===== config.mk =====
export PLATFORM = sky130hd
export DESIGN_NAME = tsv_valve_ctrl
export DESIGN_NICKNAME = d
export VERILOG_FILES = /design/src/logic/tsv_pkg.sv /design/src/logic/tsv_relay_drv.sv /design/src/logic/tsv_tick_div.sv /design/src/logic/tsv_valve_ctrl.sv
export SDC_FILE = /design/constraint.sdc
export NUM_CORES = 2
export LEC_CHECK = 0
export BUFFER_PORTS_ARGS = -buffer_cell sky130_fd_sc_hd__buf_2
export CAP_MARGIN = 20
export CORE_UTILIZATION = 25
export DETAILED_ROUTE_END_ITERATION = 8
export PLACE_DENSITY = 0.41
export RECOVER_POWER = 25
export SYNTH_ARGS = -nofsm -noshare
export SYNTH_HDL_FRONTEND = slang
export SYNTH_SLANG_ARGS = --single-unit

===== constraint.sdc =====
create_clock -name ref_clk -period 23.5 [get_ports ref_clk]
set_clock_uncertainty 0.2 [all_clocks]
set_input_delay 1.175 -clock ref_clk [delete_from_list [all_inputs] [get_ports ref_clk]]
set_output_delay 1.175 -clock ref_clk [all_outputs]
set_load 0.05 [all_outputs]

===== src/logic/tsv_pkg.sv =====
package tsv_pkg;

    // -------------------------------------------------------------
    // Register map (word addresses on the plain register port)
    // -------------------------------------------------------------
    localparam int          ADDR_W       = 3;
    localparam int          DATA_W       = 16;
    localparam logic [2:0]  ADDR_CTRL    = 3'h0;
    localparam logic [2:0]  ADDR_DBAND   = 3'h1;
    localparam logic [2:0]  ADDR_OPEN_T  = 3'h2;
    localparam logic [2:0]  ADDR_CLOSE_T = 3'h3;
    localparam logic [2:0]  ADDR_MIN_T   = 3'h4;
    localparam logic [2:0]  ADDR_STATUS  = 3'h5;
    localparam logic [2:0]  ADDR_LAST    = 3'h6;

    // -------------------------------------------------------------
    // Field positions
    // -------------------------------------------------------------
    localparam int CTRL_EN_BIT    = 0;
    localparam int CTRL_FB_BIT    = 1;
    localparam int CTRL_FAIL_LSB  = 2;
    localparam int STAT_OPEN_BIT  = 0;
    localparam int STAT_CLOSE_BIT = 1;
    localparam int STAT_HOME_BIT  = 2;
    localparam int STAT_LO_BIT    = 3;
    localparam int STAT_HI_BIT    = 4;
    localparam int STAT_FBERR_BIT = 5;
    localparam int STAT_REFUS_BIT = 6;
    localparam int STAT_STATE_LSB = 8;

    localparam logic [1:0] FAIL_HOLD  = 2'h0;
    localparam logic [1:0] FAIL_OPEN  = 2'h1;
    localparam logic [1:0] FAIL_CLOSE = 2'h2;

    // -------------------------------------------------------------
    // Reset values (times in 100 ms ticks)
    // -------------------------------------------------------------
    localparam logic [15:0] CTRL_RST    = 16'h0000;
    localparam logic [15:0] DBAND_RST   = 16'h0010;
    localparam logic [15:0] OPEN_T_RST  = 16'h0258;
    localparam logic [15:0] CLOSE_T_RST = 16'h0258;
    localparam logic [15:0] MIN_T_RST   = 16'h0005;

    // -------------------------------------------------------------
    // Control signal scale: 16'h4000 stands for 100 %
    // -------------------------------------------------------------
    localparam logic [15:0] SIG_FULL  = 16'h4000;
    localparam int          SIG_SHIFT = 14;
    localparam logic [15:0] POS_HYST  = 16'h0040;

    // -------------------------------------------------------------
    // Timing
    // -------------------------------------------------------------
    localparam int CLK_HZ       = 25_000_000;
    localparam int TICK_TIME_MS = 100;
    localparam int TICK_CYCLES  = CLK_HZ / 1000 * TICK_TIME_MS;

    typedef enum logic [5:0] {
        ST_IDLE      = 6'b00_0001,
        ST_OPEN      = 6'b00_0010,
        ST_CLOSE     = 6'b00_0100,
        ST_HOME      = 6'b00_1000,
        ST_END_OPEN  = 6'b01_0000,
        ST_END_CLOSE = 6'b10_0000
    } tsv_state_t;

endpackage : tsv_pkg


===== src/logic/tsv_relay_drv.sv =====
`timescale 1ns/100ps
module tsv_relay_drv (
    input  wire logic ref_clk,
    input  wire logic nrst,
    input  wire logic open_req,
    input  wire logic close_req,
    output logic      open_relay,
    output logic      close_relay
);
    // -------------------------------------------------------------
    // Interlock
    // -------------------------------------------------------------
    // A reversal passes through one cycle with both relays off
    always_ff @(posedge ref_clk) begin
        if (!nrst) begin
            open_relay  <= 1'b0;
            close_relay <= 1'b0;
        end else begin
            open_relay  <= open_req && !close_req && !close_relay;
            close_relay <= close_req && !open_req && !open_relay;
        end
    end
endmodule : tsv_relay_drv


===== src/logic/tsv_tick_div.sv =====
`timescale 1ns/100ps
module tsv_tick_div #(
    parameter int DIV = 2_500_000
) (
    input  wire logic ref_clk,
    input  wire logic nrst,
    output logic      tick
);
    logic [31:0] cnt_reg;

    always_ff @(posedge ref_clk) begin
        if (!nrst) begin
            cnt_reg <= 32'h0000_0000;
            tick    <= 1'b0;
        end else if (cnt_reg >= 32'(DIV - 1)) begin
            cnt_reg <= 32'h0000_0000;
            tick    <= 1'b1;
        end else begin
            cnt_reg <= cnt_reg + 32'h0000_0001;
            tick    <= 1'b0;
        end
    end
endmodule : tsv_tick_div


===== src/logic/tsv_valve_ctrl.sv =====
// Our own choices: the register addresses and the strobed register port.
`timescale 1ns/100ps
// Summary of operation
// - Two valve algorithms exist, open-loop from the control signal or closed-loop on the position input.
// - Valve control runs when enabled, and the feedback select bit picks the closed-loop algorithm.
// - While the deviation is inside the position deadband only end-of-travel, homing and fail-state drives run.
// - An auto-tuning request is refused while valve control is selected.
// - In feedback mode a failed position signal puts the valve in the configured fail state.
// - Open-loop mode uses full open time, full close time and minimum work time.
// - Each control signal change outside the position deadband becomes relay on-time scaled by the full open or close time.
// - Reaching 0 % or 100 % lengthens the drive automatically to remove position drift.
// - At 100 % the open relay runs one full open time, at 0 % the close relay one full close time.
// - End-of-travel drive stops as soon as the control signal leaves its extreme.
// - After reset and after any write of the open or close time the valve is driven fully closed.
// - Full open time and full close time are independent settings.
module tsv_valve_ctrl
    import tsv_pkg::*;
#(
    parameter int TICK_DIV = TICK_CYCLES
) (
    input  wire logic               ref_clk,
    input  wire logic               nrst,
    input  wire logic [ADDR_W-1:0]  bus_addr,
    input  wire logic [DATA_W-1:0]  bus_wdata,
    input  wire logic               bus_wr,
    input  wire logic               bus_rd,
    output logic      [DATA_W-1:0]  bus_rdata,
    input  wire logic [15:0]        ctrl_sig,
    input  wire logic signed [15:0] deviation,
    input  wire logic [15:0]        valve_pos,
    input  wire logic               fb_error,
    input  wire logic               tune_req,
    output logic                    tune_start,
    output logic                    tune_refused,
    output logic                    open_relay,
    output logic                    close_relay
);

    // -------------------------------------------------------------
    // Declarations
    // -------------------------------------------------------------
    logic [15:0]        ctrl_reg;
    logic [15:0]        dband_reg;
    logic [15:0]        open_t_reg;
    logic [15:0]        close_t_reg;
    logic [15:0]        min_t_reg;
    logic [15:0]        last_sig_reg;
    logic signed [39:0] acc_reg;
    logic signed [39:0] acc_next;
    logic [15:0]        timer_reg;
    logic               home_req_reg;
    logic               hi_done_reg;
    logic               lo_done_reg;
    logic               refused_reg;
    tsv_state_t         state_reg;
    logic               tick;
    logic               enable;
    logic               fb_mode;
    logic [1:0]         fail_sel;
    logic               in_band;
    logic               sig_max;
    logic               sig_min;
    logic               eval;
    logic               end_go_hi;
    logic               end_go_lo;
    logic               step_eval;
    logic               fb_open;
    logic               fb_close;
    logic signed [16:0] delta;
    logic signed [39:0] scaled;
    logic signed [39:0] acc_sum;
    logic [39:0]        acc_mag;
    logic [23:0]        pulse_ticks;
    logic [15:0]        pulse_len;
    logic               pulse_ok;
    logic               time_wr;
    logic               open_req;
    logic               close_req;

    // Absolute value of a signed 16-bit quantity
    function automatic logic [15:0] abs16(input logic signed [15:0] v);
        logic signed [16:0] w;
        w = 17'(v);
        if (w < 0) begin
            w = -w;
        end
        return (w > 17'sh0_FFFF) ? 16'hFFFF : w[15:0];
    endfunction : abs16

    // -------------------------------------------------------------
    // Time base
    // -------------------------------------------------------------
    tsv_tick_div #(
        .DIV     (TICK_DIV)
    ) u_tick (
        .ref_clk (ref_clk),
        .nrst    (nrst),
        .tick    (tick)
    );

    // -------------------------------------------------------------
    // Configuration registers
    // -------------------------------------------------------------
    assign enable   = ctrl_reg[CTRL_EN_BIT];
    assign fb_mode  = ctrl_reg[CTRL_FB_BIT];
    assign fail_sel = ctrl_reg[CTRL_FAIL_LSB +: 2];
    assign time_wr  = bus_wr && (bus_addr == ADDR_OPEN_T ||
                                 bus_addr == ADDR_CLOSE_T);

    always_ff @(posedge ref_clk) begin
        if (!nrst) begin
            ctrl_reg    <= CTRL_RST;
            dband_reg   <= DBAND_RST;
            open_t_reg  <= OPEN_T_RST;
            close_t_reg <= CLOSE_T_RST;
            min_t_reg   <= MIN_T_RST;
        end else if (bus_wr) begin
            unique case (bus_addr)
                ADDR_CTRL:    ctrl_reg    <= bus_wdata;
                ADDR_DBAND:   dband_reg   <= bus_wdata;
                ADDR_OPEN_T:  open_t_reg  <= bus_wdata;
                ADDR_CLOSE_T: close_t_reg <= bus_wdata;
                ADDR_MIN_T:   min_t_reg   <= bus_wdata;
                default: begin
                end
            endcase
        end
    end

    // -------------------------------------------------------------
    // Read port
    // -------------------------------------------------------------
    always_ff @(posedge ref_clk) begin
        if (!nrst) begin
            bus_rdata <= 16'h0000;
        end else if (bus_rd) begin
            unique case (bus_addr)
                ADDR_CTRL:    bus_rdata <= ctrl_reg;
                ADDR_DBAND:   bus_rdata <= dband_reg;
                ADDR_OPEN_T:  bus_rdata <= open_t_reg;
                ADDR_CLOSE_T: bus_rdata <= close_t_reg;
                ADDR_MIN_T:   bus_rdata <= min_t_reg;
                ADDR_STATUS: begin
                    bus_rdata                 <= 16'h0000;
                    bus_rdata[STAT_OPEN_BIT]  <= open_relay;
                    bus_rdata[STAT_CLOSE_BIT] <= close_relay;
                    bus_rdata[STAT_HOME_BIT]  <= home_req_reg;
                    bus_rdata[STAT_LO_BIT]    <= lo_done_reg;
                    bus_rdata[STAT_HI_BIT]    <= hi_done_reg;
                    bus_rdata[STAT_FBERR_BIT] <= fb_error;
                    bus_rdata[STAT_REFUS_BIT] <= refused_reg;
                    bus_rdata[STAT_STATE_LSB +: 6] <= state_reg;
                end
                ADDR_LAST:    bus_rdata <= last_sig_reg;
                default:      bus_rdata <= 16'h0000;
            endcase
        end else begin
            bus_rdata <= 16'h0000;
        end
    end

    // -------------------------------------------------------------
    // Auto-tuning gate
    // -------------------------------------------------------------
    always_ff @(posedge ref_clk) begin
        if (!nrst) begin
            tune_start   <= 1'b0;
            tune_refused <= 1'b0;
        end else begin
            tune_start   <= tune_req && !enable;
            tune_refused <= tune_req && enable;
        end
    end

    // Sticky refusal flag; a new refusal beats a clearing write
    always_ff @(posedge ref_clk) begin
        if (!nrst) begin
            refused_reg <= 1'b0;
        end else if (tune_req && enable) begin
            refused_reg <= 1'b1;
        end else if (bus_wr && bus_addr == ADDR_STATUS &&
                     bus_wdata[STAT_REFUS_BIT]) begin
            refused_reg <= 1'b0;
        end
    end

    // -------------------------------------------------------------
    // Decisions
    // -------------------------------------------------------------
    assign in_band   = abs16(deviation) <= dband_reg;
    assign sig_max   = ctrl_sig >= SIG_FULL;
    assign sig_min   = ctrl_sig == 16'h0000;
    assign eval      = tick && enable && state_reg == ST_IDLE &&
                       !home_req_reg;
    assign end_go_hi = !fb_mode && sig_max && !hi_done_reg;
    assign end_go_lo = !fb_mode && sig_min && !lo_done_reg;
    assign step_eval = eval && !fb_mode && !end_go_hi && !end_go_lo;

    // Closed-loop direction, hysteresis keeps the relays from chatter
    always_comb begin
        fb_open  = 1'b0;
        fb_close = 1'b0;
        if (fb_error) begin
            fb_open  = fail_sel == FAIL_OPEN;
            fb_close = fail_sel == FAIL_CLOSE;
        end else if (!in_band) begin
            fb_open  = {1'b0, ctrl_sig} >
                       {1'b0, valve_pos} + {1'b0, POS_HYST};
            fb_close = {1'b0, valve_pos} >
                       {1'b0, ctrl_sig} + {1'b0, POS_HYST};
        end
    end

    // -------------------------------------------------------------
    // Open-loop demand accumulator
    // -------------------------------------------------------------
    // Demand is kept in signal*tick units so no fraction is lost
    always_comb begin
        delta   = 17'(signed'({1'b0, ctrl_sig})) -
                  17'(signed'({1'b0, last_sig_reg}));
        scaled  = 40'sh00_0000_0000;
        if (!in_band) begin
            if (delta > 0) begin
                scaled = 40'(delta) *
                         40'(signed'({1'b0, open_t_reg}));
            end else begin
                scaled = 40'(delta) *
                         40'(signed'({1'b0, close_t_reg}));
            end
        end
        acc_sum     = acc_reg + scaled;
        acc_mag     = (acc_sum < 0) ? 40'(-acc_sum) : 40'(acc_sum);
        pulse_ticks = acc_mag[SIG_SHIFT +: 24];
        pulse_len   = (pulse_ticks > 24'h00_FFFF) ? 16'hFFFF
                                                  : pulse_ticks[15:0];
        pulse_ok    = pulse_len != 16'h0000 &&
                      pulse_len >= min_t_reg;
        acc_next    = acc_sum;
        if (pulse_ok) begin
            if (acc_sum < 0) begin
                acc_next = acc_sum +
                    (40'(signed'({1'b0, pulse_len})) <<< SIG_SHIFT);
            end else begin
                acc_next = acc_sum -
                    (40'(signed'({1'b0, pulse_len})) <<< SIG_SHIFT);
            end
        end
    end

    // Short demand stays in the accumulator for a later pulse
    always_ff @(posedge ref_clk) begin
        if (!nrst) begin
            acc_reg      <= 40'sh00_0000_0000;
            last_sig_reg <= 16'h0000;
        end else if (!enable || (eval && (fb_mode || end_go_hi ||
                                          end_go_lo))) begin
            acc_reg      <= 40'sh00_0000_0000;
            last_sig_reg <= ctrl_sig;
        end else if (state_reg == ST_HOME && tick &&
                     timer_reg <= 16'h0001) begin
            acc_reg      <= 40'sh00_0000_0000;
            last_sig_reg <= 16'h0000;
        end else if (step_eval) begin
            acc_reg      <= acc_next;
            last_sig_reg <= ctrl_sig;
        end
    end

    // -------------------------------------------------------------
    // Homing and end-of-travel bookkeeping
    // -------------------------------------------------------------
    // A time write during homing re-arms it; the request wins
    always_ff @(posedge ref_clk) begin
        if (!nrst) begin
            home_req_reg <= 1'b1;
        end else if (time_wr) begin
            home_req_reg <= 1'b1;
        end else if (tick && enable && state_reg == ST_IDLE) begin
            home_req_reg <= 1'b0;
        end
    end

    always_ff @(posedge ref_clk) begin
        if (!nrst) begin
            hi_done_reg <= 1'b0;
        end else if (!sig_max) begin
            hi_done_reg <= 1'b0;
        end else if (state_reg == ST_END_OPEN && tick &&
                     timer_reg <= 16'h0001) begin
            hi_done_reg <= 1'b1;
        end
    end

    always_ff @(posedge ref_clk) begin
        if (!nrst) begin
            lo_done_reg <= 1'b0;
        end else if (!sig_min) begin
            lo_done_reg <= 1'b0;
        end else if (state_reg == ST_END_CLOSE && tick &&
                     timer_reg <= 16'h0001) begin
            lo_done_reg <= 1'b1;
        end
    end

    // -------------------------------------------------------------
    // Drive sequencer
    // -------------------------------------------------------------
    always_ff @(posedge ref_clk) begin
        if (!nrst || !enable) begin
            state_reg <= ST_IDLE;
            timer_reg <= 16'h0000;
        end else begin
            unique case (state_reg)
                ST_IDLE: begin
                    if (tick && home_req_reg && !time_wr) begin
                        state_reg <= ST_HOME;
                        timer_reg <= close_t_reg;
                    end else if (eval && fb_mode) begin
                        if (fb_open) begin
                            state_reg <= ST_OPEN;
                            timer_reg <= 16'h0001;
                        end else if (fb_close) begin
                            state_reg <= ST_CLOSE;
                            timer_reg <= 16'h0001;
                        end
                    end else if (eval && end_go_hi) begin
                        state_reg <= ST_END_OPEN;
                        timer_reg <= open_t_reg;
                    end else if (eval && end_go_lo) begin
                        state_reg <= ST_END_CLOSE;
                        timer_reg <= close_t_reg;
                    end else if (step_eval && pulse_ok) begin
                        state_reg <= (acc_sum < 0) ? ST_CLOSE
                                                   : ST_OPEN;
                        timer_reg <= pulse_len;
                    end
                end
                ST_OPEN, ST_CLOSE, ST_HOME: begin
                    if (tick) begin
                        if (timer_reg <= 16'h0001) begin
                            state_reg <= ST_IDLE;
                            timer_reg <= 16'h0000;
                        end else begin
                            timer_reg <= timer_reg - 16'h0001;
                        end
                    end
                end
                ST_END_OPEN: begin
                    if (!sig_max) begin
                        state_reg <= ST_IDLE;
                        timer_reg <= 16'h0000;
                    end else if (tick) begin
                        if (timer_reg <= 16'h0001) begin
                            state_reg <= ST_IDLE;
                            timer_reg <= 16'h0000;
                        end else begin
                            timer_reg <= timer_reg - 16'h0001;
                        end
                    end
                end
                ST_END_CLOSE: begin
                    if (!sig_min) begin
                        state_reg <= ST_IDLE;
                        timer_reg <= 16'h0000;
                    end else if (tick) begin
                        if (timer_reg <= 16'h0001) begin
                            state_reg <= ST_IDLE;
                            timer_reg <= 16'h0000;
                        end else begin
                            timer_reg <= timer_reg - 16'h0001;
                        end
                    end
                end
                default: begin
                    state_reg <= ST_IDLE;
                    timer_reg <= 16'h0000;
                end
            endcase
        end
    end

    // -------------------------------------------------------------
    // Relay outputs
    // -------------------------------------------------------------
    assign open_req  = state_reg == ST_OPEN || state_reg == ST_END_OPEN;
    assign close_req = state_reg == ST_CLOSE || state_reg == ST_HOME ||
                       state_reg == ST_END_CLOSE;

    tsv_relay_drv u_relay (
        .ref_clk     (ref_clk),
        .nrst        (nrst),
        .open_req    (open_req),
        .close_req   (close_req),
        .open_relay  (open_relay),
        .close_relay (close_relay)
    );

endmodule : tsv_valve_ctrl


==> out/results.ini <==
[synthesis]
avgSynthCellArea_um2 = 8.216
synth_top_cell_area_share_pct = 29.25
synth_xor_area_share_pct = 5.019
netlist_top_cells_count = inv_1 (828), nand2_1 (636), fa_1 (561)
synth_cell_types = 99
async_flop_share_pct = 0
synth_compound_gate_area_share_pct = 12.96
synth_edf_count = 0
synth_area_um2 = 38390
yosysSeqAreaShare_pct = 11.21
synth_simple_gate_area_share_pct = 18.51
ys.flop_type = dfxtp_1
synth_most_common_cell = inv_1
synth_top_cell_by_area = fa_1
ys_warn_count = 0
synthAdderAreaFrac_pct = 39.84
syn_inst = 4673
synth.area.top_cells = fa_1 (29%), dfxtp_1 (11%), ha_1 (11%)
synthMuxAreaShare_pct = 1.988
synth_top_family_by_area = adder cells
ys_ff_latch = 215

[drt]
highest_layer = met4
vias_per_cell = 4.614
drt-total-wl_um = 129400
drtAntennaViolNets = 0
route.met2.wl_um = 58970
vias = 30980
drt_iter0_markers = 1901
drt-met1-wl_um = 61520
drc_errors = 0
wl_per_cell_um = 19.28
drt_pre_antenna_iters = 6
route.met3.wl_um = 6663

[placed_design]
place_worst_setup_slack_ns = 4.332
io_buffers = 92
dpl.hpwl_um = 103100
gp_congestion = 0.8557

[critical_path]
cpPeakStageDelay_ns = 0.76
crit_fanout = 21
cp.required_ns = 23.75
crit_path_top_delay_cell = a21o_1
cp_common_cell = a21oi_1
start_kind = input pin
arrival_ns = 18.91
end_kind = register
path_class = input pin to register

[timing]
setup_tns_ns = 0
tightest_slew_ns = 3.193
setup_viol = 0
whs_ns = 0.2591
fmax_ghz = 0.05359
hold_viol_final = 0
rsz0062_at_grt = false
worst_slack_ns = 4.839
finalCriticalPeriod_ns = 18.66
slew_headroom_pct = -112.9
period_share_pct = 79.41
report.final.slew_viol_count = 113

[cts]
path_clk_slew_ns = 0.06
cts_tree = done
cts_hold_buf = 0
cts-buffers-inserted = 26
cts_sinks = 215
clk_path_buf_depth = 3
cts_setup_buffers = 0
htree_levels = 1
ctsRootBufferMaster = clkbuf_16
cts_resized = 0
clk_latency_ns = 0.58

[floorplan]
core_area_um2 = 152300
ios = 93
fp.dieArea_um2 = 155100
initial_core_util_pct = 25.22
die_h_um = 393.9
fp.dieW_um = 393.9
fp-row-count = 143

[status]
violations = capacitance limit, slew limit
status = finished, violations left

[hold_path]
worstHoldPathType = register to register

[final_layout]
finish.utilization_pct = 27.76
final_layout_size_suffix_gt1_share_pct = 5.728
area_growth_pct = 10.07
finalNetCount = 5619
largest_reg_flops = 40

[global_routing]
grt_first_pass_wirelength_um = 201800
grt_max_degree = 72
grt_antenna_before_repair = 10
track_usage_pct = 16.82
grt_pass1_vias = 32180
grt.overflow.total = 0

[flow_run]
cap_violations = 2

-- placed cells by master, fill, tap and decap left out, types with 31 or more instances in the layout --
master    instances
a211oi_1         31
a21boi_0         77
a21o_1           70
a21oi_1         204
and2_1          183
and3_1           66
buf_2            70
buf_4            81
dfxtp_1         215
fa_1            561
ha_1            325
inv_1           828
mux2i_1          47
nand2_1         636
nand2b_1         46
nand3_1          62
nor2_1          202
nor2b_1          77
nor3_1           88
o21a_1           41
o21ai_0         135
xnor2_1         126
xor2_1           87
-- final cells by class --
type / count / area [um^2]
Timing Repair Buffer: 174 / 1045
Inverter: 829 / 3112
Clock inverter: 11 / 236.5
Tap cell: 2030 / 2540
Fill cell: 16580 / 110000
Clock buffer: 36 / 759.5
Multi-Input combinational cell: 3414 / 30260
Sequential cell: 215 / 4304
Antenna cell: 4 / 10.01
-- stage by stage --
stage	cell area, um^2	cells
floorplan	38430	4682
global placement	41260	6658
detailed placement	41270	6660
CTS	42270	6707
global route	42250	6710
finish	42260	6713
-- critical path: cells and delay by family --
| family | cells | cell delay, ns |
|---|---|---|
| simple gates | 15 | 3.03 |
| compound gates | 33 | 7.98 |
| fa+ha+maj | 12 | 4.98 |
| buf+inv | 9 | 0.99 |
| xor+xnor | 2 | 0.72 |
-- kinds of logic after synthesis --
kind of cell             Yosys count
AND/OR/NAND/NOR                 1485
buffers and inverters           1053
adder cells (fa/ha/maj)          886
AO/OA/AOI/OAI                    749
XOR/XNOR                         220
flip-flops                       215
multiplexers                      64
other                              1
-- worst paths after layout --
path	start	to	slack, ns	cells after the start
worst min-delay path	acc_reg[4]	acc_reg[4]	0.26	2
worst min register to register	acc_reg[4]	acc_reg[4]	0.26	2
worst max-delay path	ctrl_sig[0]	acc_reg[39]	4.84	71
worst max register to register	last_sig_reg[0]	acc_reg[39]	5.24	69
-- per-layer routing --
| metal | vias to the layer above | track usage [%] |
|---|---|---|
| met1 | 15400 | 23.80 |
| met4 | 0 | 2.842 |
| met3 | 104 | 2.592 |
| met2 | 578 | 27.19 |
| met5 | - | 0 |
| li1 | 14890 | - |
Power is left out: the tool's default activity adds up to more than one toggle a clock period on the data nets, which glitch-free logic cannot reach.
